[config.mk]
export PLATFORM = sky130hd
export DESIGN_NAME = short_protect
export DESIGN_NICKNAME = d
export VERILOG_FILES = /design/src/scp_pkg.sv /design/src/short_counter.sv /design/src/short_protect.sv
export SDC_FILE = /design/constraint.sdc
export NUM_CORES = 1
export LEC_CHECK = 0
export BUFFER_PORTS_ARGS = -buffer_cell sky130_fd_sc_hd__buf_2
export CAP_MARGIN = 5
export CORE_ASPECT_RATIO = 1.1
export CORE_MARGIN = 8
export CORE_UTILIZATION = 63
export CTS_BUF_LIST = sky130_fd_sc_hd__clkbuf_4
export DETAILED_ROUTE_END_ITERATION = 12
export PLACE_DENSITY = 0.95
export SYNTH_ARGS = -nofsm -noshare
export SYNTH_HDL_FRONTEND = slang
export SYNTH_SLANG_ARGS = --single-unit
[constraint.sdc]
create_clock -name sys_clk -period 9 [get_ports sys_clk]
set_clock_uncertainty 0.2 [all_clocks]
set_input_delay 0.45 -clock sys_clk [delete_from_list [all_inputs] [get_ports sys_clk]]
set_output_delay 0.45 -clock sys_clk [all_outputs]
set_load 0.05 [all_outputs]
[src/scp_pkg.sv]
package scp_pkg;

	// ----------------------------------------
	// option bits and counts
	// ----------------------------------------
	localparam int OPT_WIDTH = 16;
	localparam int OPT_LS_THRESH_BIT = 7;
	localparam int OPT_HS_ENABLE_BIT = 8;
	localparam int SHORT_LIMIT = 7;
	localparam int CNT_WIDTH = 3;
	localparam logic [CNT_WIDTH-1:0] CNT_RESET = 3'h0;
	localparam logic [CNT_WIDTH-1:0] CNT_LAST = 3'(SHORT_LIMIT - 1);

	// thresholds in millivolts, selected by option bits
	localparam int LS_THRESH_LO_MV = 135;
	localparam int LS_THRESH_HI_MV = 230;
	localparam int HS_THRESH_MV = 750;
	localparam int MV_WIDTH = 12;

	// blanking count in switching-clock cycles after gate turn-on
	localparam int BLANK_CYCLES = 2;
	localparam int BLANK_WIDTH = 2;
	// sensed drops lag two sync stages, so the count covers that lag in full
	localparam logic [BLANK_WIDTH-1:0] BLANK_LAST = 2'(BLANK_CYCLES);

	// ----------------------------------------
	// converter phases
	// ----------------------------------------
	typedef enum logic [1:0] {
		PH_IDLE = 2'h0,
		PH_HIGH = 2'h1,
		PH_LOW = 2'h3,
		PH_OFF = 2'h2
	} phase_t;

endpackage : scp_pkg

[src/short_counter.sv]
`timescale 1ns/1ps
`default_nettype none

module short_counter (
	input wire logic sys_clk,
	input wire logic arst_n,
	input wire logic clear,
	input wire logic trip,
	output logic limit_hit
);
	import scp_pkg::*;

	logic [CNT_WIDTH-1:0] count_reg;

	// ----------------------------------------
	// event count
	// ----------------------------------------
	// counts comparator trips
	always_ff @(posedge sys_clk or negedge arst_n) begin
		if (!arst_n) begin
			count_reg <= CNT_RESET;
		end else if (clear) begin
			count_reg <= CNT_RESET;
		end else if (trip && count_reg != CNT_LAST) begin
			count_reg <= count_reg + 3'h1;
		end
	end

	assign limit_hit = trip && !clear && (count_reg == CNT_LAST);

endmodule : short_counter

`default_nettype wire

[src/short_protect.sv]
`timescale 1ns/1ps
`default_nettype none

// Summary of operation
// - check each cycle after blanking time
// - two comparators, each with own counter
// - seventh short event latches charger off
// - only adapter reconnect clears the latch
// - negative low-side drop never trips
// - positive low-side drop over threshold trips
// - low side senses switch node to ground
// - high side senses adapter-sense to switch node
// - option bit 7 picks 135 or 230 mV
// - option bit 8 enables 750 mV high check
// - non-synchronous mode keeps bottom gate off, except for one cycle on leaving idle with PWM low
// - light load: bottom off except bootstrap refresh and one cycle on leaving idle with PWM low
module short_protect (
	input wire logic sys_clk,
	input wire logic arst_n,
	input wire logic adapter_present,
	input wire logic [scp_pkg::OPT_WIDTH-1:0] option_control_register,
	input wire logic nonsync_mode,
	input wire logic light_load,
	input wire logic bootstrap_refresh,
	input wire logic pwm_high,
	input wire logic signed [scp_pkg::MV_WIDTH:0] adapter_sense_pos_pin_mv,
	input wire logic signed [scp_pkg::MV_WIDTH:0] phase_node_mv,
	output logic high_gate,
	output logic low_gate,
	output logic latched_off,
	output logic hs_trip,
	output logic ls_trip
);
	import scp_pkg::*;

	// ----------------------------------------
	// input synchronisers
	// ----------------------------------------
	logic adapter_s1_reg;
	logic adapter_s2_reg;
	logic adapter_prev_reg;
	logic [1:0] opt_s1_reg;
	logic [1:0] opt_s2_reg;
	logic [2:0] mode_s1_reg;
	logic [2:0] mode_s2_reg;
	logic pwm_s1_reg;
	logic pwm_s2_reg;

	always_ff @(posedge sys_clk or negedge arst_n) begin
		if (!arst_n) begin
			adapter_s1_reg <= 1'b0;
			adapter_s2_reg <= 1'b0;
			adapter_prev_reg <= 1'b0;
			opt_s1_reg <= 2'h0;
			opt_s2_reg <= 2'h0;
			mode_s1_reg <= 3'h0;
			mode_s2_reg <= 3'h0;
			pwm_s1_reg <= 1'b0;
			pwm_s2_reg <= 1'b0;
		end else begin
			adapter_s1_reg <= adapter_present;
			adapter_s2_reg <= adapter_s1_reg;
			adapter_prev_reg <= adapter_s2_reg;
			opt_s1_reg <= {option_control_register[OPT_HS_ENABLE_BIT],
				option_control_register[OPT_LS_THRESH_BIT]};
			opt_s2_reg <= opt_s1_reg;
			mode_s1_reg <= {bootstrap_refresh, light_load, nonsync_mode};
			mode_s2_reg <= mode_s1_reg;
			pwm_s1_reg <= pwm_high;
			pwm_s2_reg <= pwm_s1_reg;
		end
	end

	// analog drops are sampled once per cycle; treated as quasi-static values
	logic signed [MV_WIDTH:0] pos_s1_reg;
	logic signed [MV_WIDTH:0] pos_s2_reg;
	logic signed [MV_WIDTH:0] sw_s1_reg;
	logic signed [MV_WIDTH:0] sw_s2_reg;

	always_ff @(posedge sys_clk or negedge arst_n) begin
		if (!arst_n) begin
			pos_s1_reg <= '0;
			pos_s2_reg <= '0;
			sw_s1_reg <= '0;
			sw_s2_reg <= '0;
		end else begin
			pos_s1_reg <= adapter_sense_pos_pin_mv;
			pos_s2_reg <= pos_s1_reg;
			sw_s1_reg <= phase_node_mv;
			sw_s2_reg <= sw_s1_reg;
		end
	end

	// ----------------------------------------
	// reconnect detect
	// ----------------------------------------
	logic reconnect;
	assign reconnect = adapter_s2_reg && !adapter_prev_reg;

	// ----------------------------------------
	// phase tracking and blanking
	// ----------------------------------------
	phase_t phase_reg;
	phase_t phase_next;
	logic [BLANK_WIDTH-1:0] blank_reg;
	logic latch_reg;
	logic low_allowed;

	// no bottom gate in nonsync mode
	// light load keeps bottom off unless refresh
	assign low_allowed = !mode_s2_reg[0] && (!mode_s2_reg[1] || mode_s2_reg[2]);

	always_comb begin
		phase_next = phase_reg;
		case (phase_reg)
			PH_IDLE: begin
				if (adapter_s2_reg) begin
					phase_next = pwm_s2_reg ? PH_HIGH : PH_LOW;
				end
			end
			PH_HIGH: begin
				if (!pwm_s2_reg) begin
					phase_next = low_allowed ? PH_LOW : PH_OFF;
				end
			end
			PH_LOW, PH_OFF: begin
				if (pwm_s2_reg) begin
					phase_next = PH_HIGH;
				end else if (low_allowed) begin
					phase_next = PH_LOW;
				end else begin
					phase_next = PH_OFF;
				end
			end
			default: phase_next = PH_IDLE;
		endcase
		if (latch_reg || !adapter_s2_reg) begin
			phase_next = PH_IDLE;
		end
	end

	always_ff @(posedge sys_clk or negedge arst_n) begin
		if (!arst_n) begin
			phase_reg <= PH_IDLE;
		end else begin
			phase_reg <= phase_next;
		end
	end

	// blank after each gate turn-on
	// a shorter blank would judge the drop of the phase just left
	always_ff @(posedge sys_clk or negedge arst_n) begin
		if (!arst_n) begin
			blank_reg <= '0;
		end else if (phase_next != phase_reg) begin
			blank_reg <= '0;
		end else if (blank_reg != BLANK_LAST) begin
			blank_reg <= blank_reg + 2'h1;
		end
	end

	logic sense_ok;
	assign sense_ok = (blank_reg == BLANK_LAST);

	// ----------------------------------------
	// comparators
	// ----------------------------------------
	logic [MV_WIDTH-1:0] ls_thresh;
	logic signed [MV_WIDTH+1:0] hs_drop;
	logic hs_cmp;
	logic ls_cmp;

	assign ls_thresh = opt_s2_reg[0] ? MV_WIDTH'(LS_THRESH_HI_MV) : MV_WIDTH'(LS_THRESH_LO_MV);
	assign hs_drop = 14'(pos_s2_reg) - 14'(sw_s2_reg);
	assign hs_cmp = opt_s2_reg[1] && phase_reg == PH_HIGH && sense_ok
		&& hs_drop > $signed({2'h0, MV_WIDTH'(HS_THRESH_MV)});
	// switch node to ground while bottom on
	assign ls_cmp = phase_reg == PH_LOW && sense_ok
		&& sw_s2_reg > $signed({1'b0, ls_thresh});

	// ----------------------------------------
	// counters and latch
	// ----------------------------------------
	logic hs_limit;
	logic ls_limit;

	short_counter u_hs_count (
		.sys_clk(sys_clk),
		.arst_n(arst_n),
		.clear(reconnect),
		.trip(hs_cmp),
		.limit_hit(hs_limit)
	);

	short_counter u_ls_count (
		.sys_clk(sys_clk),
		.arst_n(arst_n),
		.clear(reconnect),
		.trip(ls_cmp),
		.limit_hit(ls_limit)
	);

	always_ff @(posedge sys_clk or negedge arst_n) begin
		if (!arst_n) begin
			latch_reg <= 1'b0;
		end else if (reconnect) begin
			latch_reg <= 1'b0;
		end else if (hs_limit || ls_limit) begin
			latch_reg <= 1'b1;
		end
	end

	// ----------------------------------------
	// registered outputs
	// ----------------------------------------
	always_ff @(posedge sys_clk or negedge arst_n) begin
		if (!arst_n) begin
			high_gate <= 1'b0;
			low_gate <= 1'b0;
			latched_off <= 1'b0;
			hs_trip <= 1'b0;
			ls_trip <= 1'b0;
		end else begin
			high_gate <= (phase_next == PH_HIGH);
			low_gate <= (phase_next == PH_LOW);
			latched_off <= latch_reg;
			hs_trip <= hs_cmp;
			ls_trip <= ls_cmp;
		end
	end

endmodule : short_protect

`default_nettype wire

Yosys cells after proc, flatten, opt, wreduce, memory -nomap -nowiden. Index checks and enable logic that the tools add are counted.

Bits in registers: 83. Input bits: 49. Output and inout port bits: 5. Logic and storage cells: 84.

Add/subtract/negate cells: 4. Magnitude comparators: 2. Equality and inequality tests: 12. Muxes and demuxes: 16. Reductions and logical operators: 27.

Operator list (count): 14-bit by 11-bit > comparator with 1-bit output, second input constant (1); 2-bit 2-to-1 mux (7); 13-bit by 13-bit subtractor with 14-bit output (1); 13-bit by 9-bit > comparator with 1-bit output (1); 1-bit logical AND (13); 3-bit 2-to-1 mux (4); 2-bit == test, second input constant (4); 2-bit nonzero test (4); 7-bit 2-to-1 mux (1); 3-bit by 1-bit adder with 3-bit output, second input constant (2); 3-bit == test, second input constant (2); 3-bit != test, second input constant (2); 2-bit one-hot mux with 3 select lines (1); 1-bit zero test (5); 2-bit by 1-bit == test with 1-bit output, second input constant (2); 1-bit logical OR (3); 1-bit 2-to-1 mux (3); 2-bit by 1-bit adder with 2-bit output, second input constant (1); 2-bit zero test (1); 2-bit != test (1); 2-bit != test, second input constant (1); 2-bit OR reduction (1).

Longest topological paths before layout.
Depth after elaboration: 9. Gate-level depth with buffers: 12. Mapped depth without buffers: 12.

By module. From an unflattened synthesis, not the netlist that was laid out.

Cells, all modules: 248. Area total of the unflattened synthesis: 3238.1 um^2.

By module, submodules not included: short_protect (times used 1, cells each 214, area an instance 2860.2 um^2, sequential area each 1926.8 um^2); short_counter (times used 2, cells each 17, area an instance 188.9 um^2, sequential area each 75.1 um^2).

Worst setup path before layout. Ideal clock, no wire load.

Kind: register -> register. Start point: register sw_s2_reg[0]. End point: register u_hs_count.count_reg[2]. Setup time: 0.127 ns. Arrival time: 2.675 ns. Data required time: 8.673 ns. Slack: 5.997 ns. Stages on the path, launching flop included: 11. Path buffers: 0. Clock period less this slack: 3.003 ns. Path through: dfrtp_1 -> ha_1 -> fa_1 -> nand2b_1 -> a211o_1 -> and2_4 -> o311ai_4 -> a21oi_1 -> a211o_1 -> nand4_1 -> mux2_1.

Word-level cells in the longest chain between the ends: 5.

Ends and longest elaborated chain: start: declaration (line short_protect.sv:78) `logic signed [MV_WIDTH:0] sw_s2_reg;`; start signal: assignment (line short_protect.sv:90) `sw_s2_reg <= sw_s1_reg;`; 13-bit by 13-bit subtractor with 14-bit output (line short_protect.sv:174) `assign hs_drop = 14'(pos_s2_reg) - 14'(sw_s2_reg);`; 14-bit by 11-bit > comparator with 1-bit output (line short_protect.sv:176) `&& hs_drop > $signed({2'h0, MV_WIDTH'(HS_THRESH_MV)});`; 1-bit logical AND (line short_protect.sv:176); 1-bit logical AND (line short_counter.sv:24) `end else if (trip && count_reg != CNT_LAST) begin`; 2-bit nonzero test (no line); end signal: assignment (line short_counter.sv:25) `count_reg <= count_reg + 3'h1;`; end: declaration (line short_counter.sv:13) `logic [CNT_WIDTH-1:0] count_reg;`.

No other way between the ends. A chain may end at the register's enable or synchronous reset.

Worst setup path in the final report. Same ends and word-level chain as after synthesis.

==> results list <==
- After the flow finishes, the layout carries non-filler instances totaling 430.
* # IOs: 54
- Measured against its own limit, the worst slew margin works out to 0.346.
- Total setup violations reported at the end of the flow: 0
* Number of antenna cells inserted: 0
- Number of levels the H-tree was split into: 3
* Half-perimeter wire length after detailed placement: 4.20 mm
- Data on the critical path is required at its endpoint by roughly 9.1 ns.
- Placed Instances: 380
* Number of synthesized register bits: 83
* Launching element of the worst setup path: sw_s2_reg[0]$_DFF_PN0_
- Data on the critical path arrives at its endpoint at 3.34 ns.
- Hold/Removal Path Class: reg -> reg
- For this run, the leading register cell type out of synthesis is dfrtp_1.
* Via count of the first global-routing pass: 2,419
- The total count of hold-check failures in the final report is 0.
- Measured along the x axis, the die boundary spans 86.1 um.
- Measured along the y axis, the die boundary spans 93.1 um.
- Gp weighted congestion: 0.897
* First-pass GRT wire length: 10.6 mm
- Sequential share of the synthesized area: 0.611
* Effective utilization at floorplan: 0.643
- The tree built by TritonCTS fans out to 83 sinks.
* Minimum setup slack after placement: around 5.8 ns
- Post-route clock period utilization: 0.357
- The number of antenna violations at the first check in global routing was 0.
- Number of nets in the layout: 421
- Standard-cell row count: 28
- Summed negative setup slack over all endpoints: 0 ns
* Worst voltage drop across the vdd grid: about 0.17 mV
- The number of clock buffers added by TritonCTS is 9.
- Clock edge transition at the registers on the reported setup and hold paths: 0.13 ns
- Highest attainable clock frequency: slightly above 0.3 GHz
* Largest net degree at the start of global routing: 84
* Port Buffer Count: 39
- Of the cells placed in the final design, the portion with a size suffix greater than 1 is 0.206.
- Area of the mapped netlist: between 3000 and 4000 um2
- After technology mapping, the gate count stands at 267.
- DRT iter0 DRCs: 141
- Of all nets on the critical path, the largest fanout is 3.
* Total Die Area: 8010 um2
* Critical path startpoint category: flop
- Max-slew violation total from the final report: 0
- Synthesis produced a netlist with a net count of 338.
- For this block, the routed nets add up to around 6.4 mm of wire.
- STA classifies the critical path endpoint as a flop.
* Total congestion overflow: 0
* Growth of design area from synthesis to finish: 22.0%
- The startpoint identified for the worst register-to-register timing path is sw_s2_reg[0]$_DFF_PN0_.
- Router iterations before antenna repair: 4
* Clk Tree Root Cell: clkbuf_4
- Yosys printed 0 warnings.
- Post-CTS Resized: 0
- Core ar.: 5290 um2
- For this design the ratio of total power to cell area is 170 nW/um2.
* Vias per std cell: 5.43
* Cell leakage power: roughly 0.002 uW
* Clock tree from TritonCTS: done
* Fraction of registers with async set or reset after synthesis: 1.00
- Setup repair after global routing missed its margin: no
* Number of hold buffers added after cts: 34
- Detailed-route wire length per cell: 15.0 um
* Startpoint-to-endpoint class of the critical path: reg -> reg
- Maximum count of clock buffers along a single path: 2
- In this run the most critical hold path is launched from sw_s1_reg[12]$_DFF_PN0_.
- Vias post-DR: between 2,000 and 2,500
* Post-layout instance area: 4150 um2
* Worst-skew pair later-pin latency: 0.42 ns
- After clock tree synthesis, the setup repair step added 0 buffers.
* Minimum clock period: 3.22 ns
- Across all setup checks in the final design, the least slack found is 5.78 ns.
* Remaining antenna violation count: 0
- Synthesis instantiated 53 different standard cells from the library.
- In this run, synthesis inferred 0 flip-flops with an integrated enable.
* GRT Overall Usage: 0.173
- At the pin with the least slew margin, the transition time is 0.981 ns.
- Maximum capacitance violations: 0
* Fill cell instance count of the final layout: 281
- Mean cell area of the mapped netlist: 12.7 um2
- DP Area: 3690 um2
- Status: completed
* DRC: 0
==> layout by cell type, fill, tap and decap left out, drive strengths merged, types with 2 or more instances in the layout <==
master and count:
buf 39, o311ai 4, clkinvlp 2, nand4 3, o21ai 6, inv 30, a2111oi 2, a31oi 4
a2bb2oi 2, clkinv 2, a211oi 5, dlygate4sd3 34, nor2 20, and3 2, ha 21, xnor2 2
a21o 7, clkbuf 9, and2 2, nand4b 2, dfrtp 83, o31ai 2, xor2 6, o21a 2
nor2b 6, nor3 4, a21oi 13, or3 4, nand2 9, nor4 2, nand3 7, a211o 4
==> worst max-delay path: stages, from the launching register on <==
cell and delay (ns):
dfrtp_1 0.40, ha_1 0.22, fa_1 0.41, nand2b_1 0.21
a211o_1 0.34, and2_4 0.17, o311ai_4 0.27, a21oi_1 0.14
a211o_1 0.32, nand4_1 0.10, mux2_1 0.32
==> layout make-up <==
type | count | area, um2 | area share
clock buffers | 9 | 67.6 | 0.0163
clock inverters | 7 | 57.6 | 0.0139
inverters | 27 | 101 | 0.0244
multi-input cells | 156 | 1220 | 0.293
flip-flops and latches | 83 | 2080 | 0.500
well taps | 75 | 93.8 | 0.0226
repair buffers | 73 | 538 | 0.130
==> kinds of logic after synthesis <==
| family | share of synthesized area |
|---|---|
| compound gates | 0.147 |
| flops | 0.611 |
| mux | 0.00625 |
| xor+xnor | 0.0206 |
| simple gates | 0.101 |
| buf+inv | 0.0320 |
| fa+ha+maj | 0.0831 |
==> stage by stage <==
step | util | hold slack [ns] | total power [uW]
global placement | 0.697 | 0.132 | 500
finish | 0.785 | 0.161 | 706
floorplan | - | -0.0456 | 477
global route | 0.785 | 0.172 | 739
CTS | 0.785 | 0.161 | 707
detailed placement | 0.697 | 0.135 | 507
==> metal layers <==
metal	GRT usage	vias to the layer above	part of all wire
met3	0.0553	15	0.043
met4	0.0746	0	0.021
met1	0.190	1144	0.41
met5	0	-	0
li1	-	1109	-
met2	0.301	66	0.52
==> power breakdown <==
group	internal (uW)	total, uW	switching (uW)
Sequential	391	400	8.65
Clock	60.4	192	131
Combinational	51.2	114	63.1
Total	503	706	203
==> final timing paths <==
path / slack, ns / endpoint / cells past startpoint
max: 5.78 / u_hs_count.count_reg[2]$_DFFE_PN0P_ / 10
min: 0.16 / sw_s2_reg[12]$_DFF_PN0_ / 0
max reg2reg: 5.78 / u_hs_count.count_reg[2]$_DFFE_PN0P_ / 10
min reg2reg: 0.16 / sw_s2_reg[12]$_DFF_PN0_ / 0
max in group asynchronous: 7.46 / pos_s2_reg[2]$_DFF_PN0_ / 2
min in group asynchronous: 0.51 / pos_s1_reg[5]$_DFF_PN0_ / 2
==> Yosys cell counts, types with 2 or more instances <==
cell type | instances | share of area
a211oi_1 | 5 | 0.011
ha_1 | 21 | 0.077
nor2_1 | 20 | 0.022
a31oi_1 | 3 | 0.0055
a21oi_1 | 12 | 0.018
nand4b_1 | 2 | 0.0051
or3_1 | 4 | 0.0074
nand2_1 | 9 | 0.0099
o21a_1 | 2 | 0.0044
o311ai_2 | 2 | 0.0096
a2bb2oi_2 | 2 | 0.0088
a211o_1 | 4 | 0.010
nand4_1 | 3 | 0.0055
dfrtp_1 | 83 | 0.61
inv_1 | 27 | 0.030
nor3_1 | 3 | 0.0044
nor4_1 | 2 | 0.0037
nor2b_1 | 6 | 0.011
xor2_1 | 6 | 0.015
o21ai_0 | 6 | 0.0088
nand3_1 | 5 | 0.0074
xnor2_1 | 2 | 0.0051
a21o_1 | 6 | 0.013
o31ai_1 | 2 | 0.0044
nand3_2 | 2 | 0.0059
Note: power is estimated with default switching activity, not from simulation.
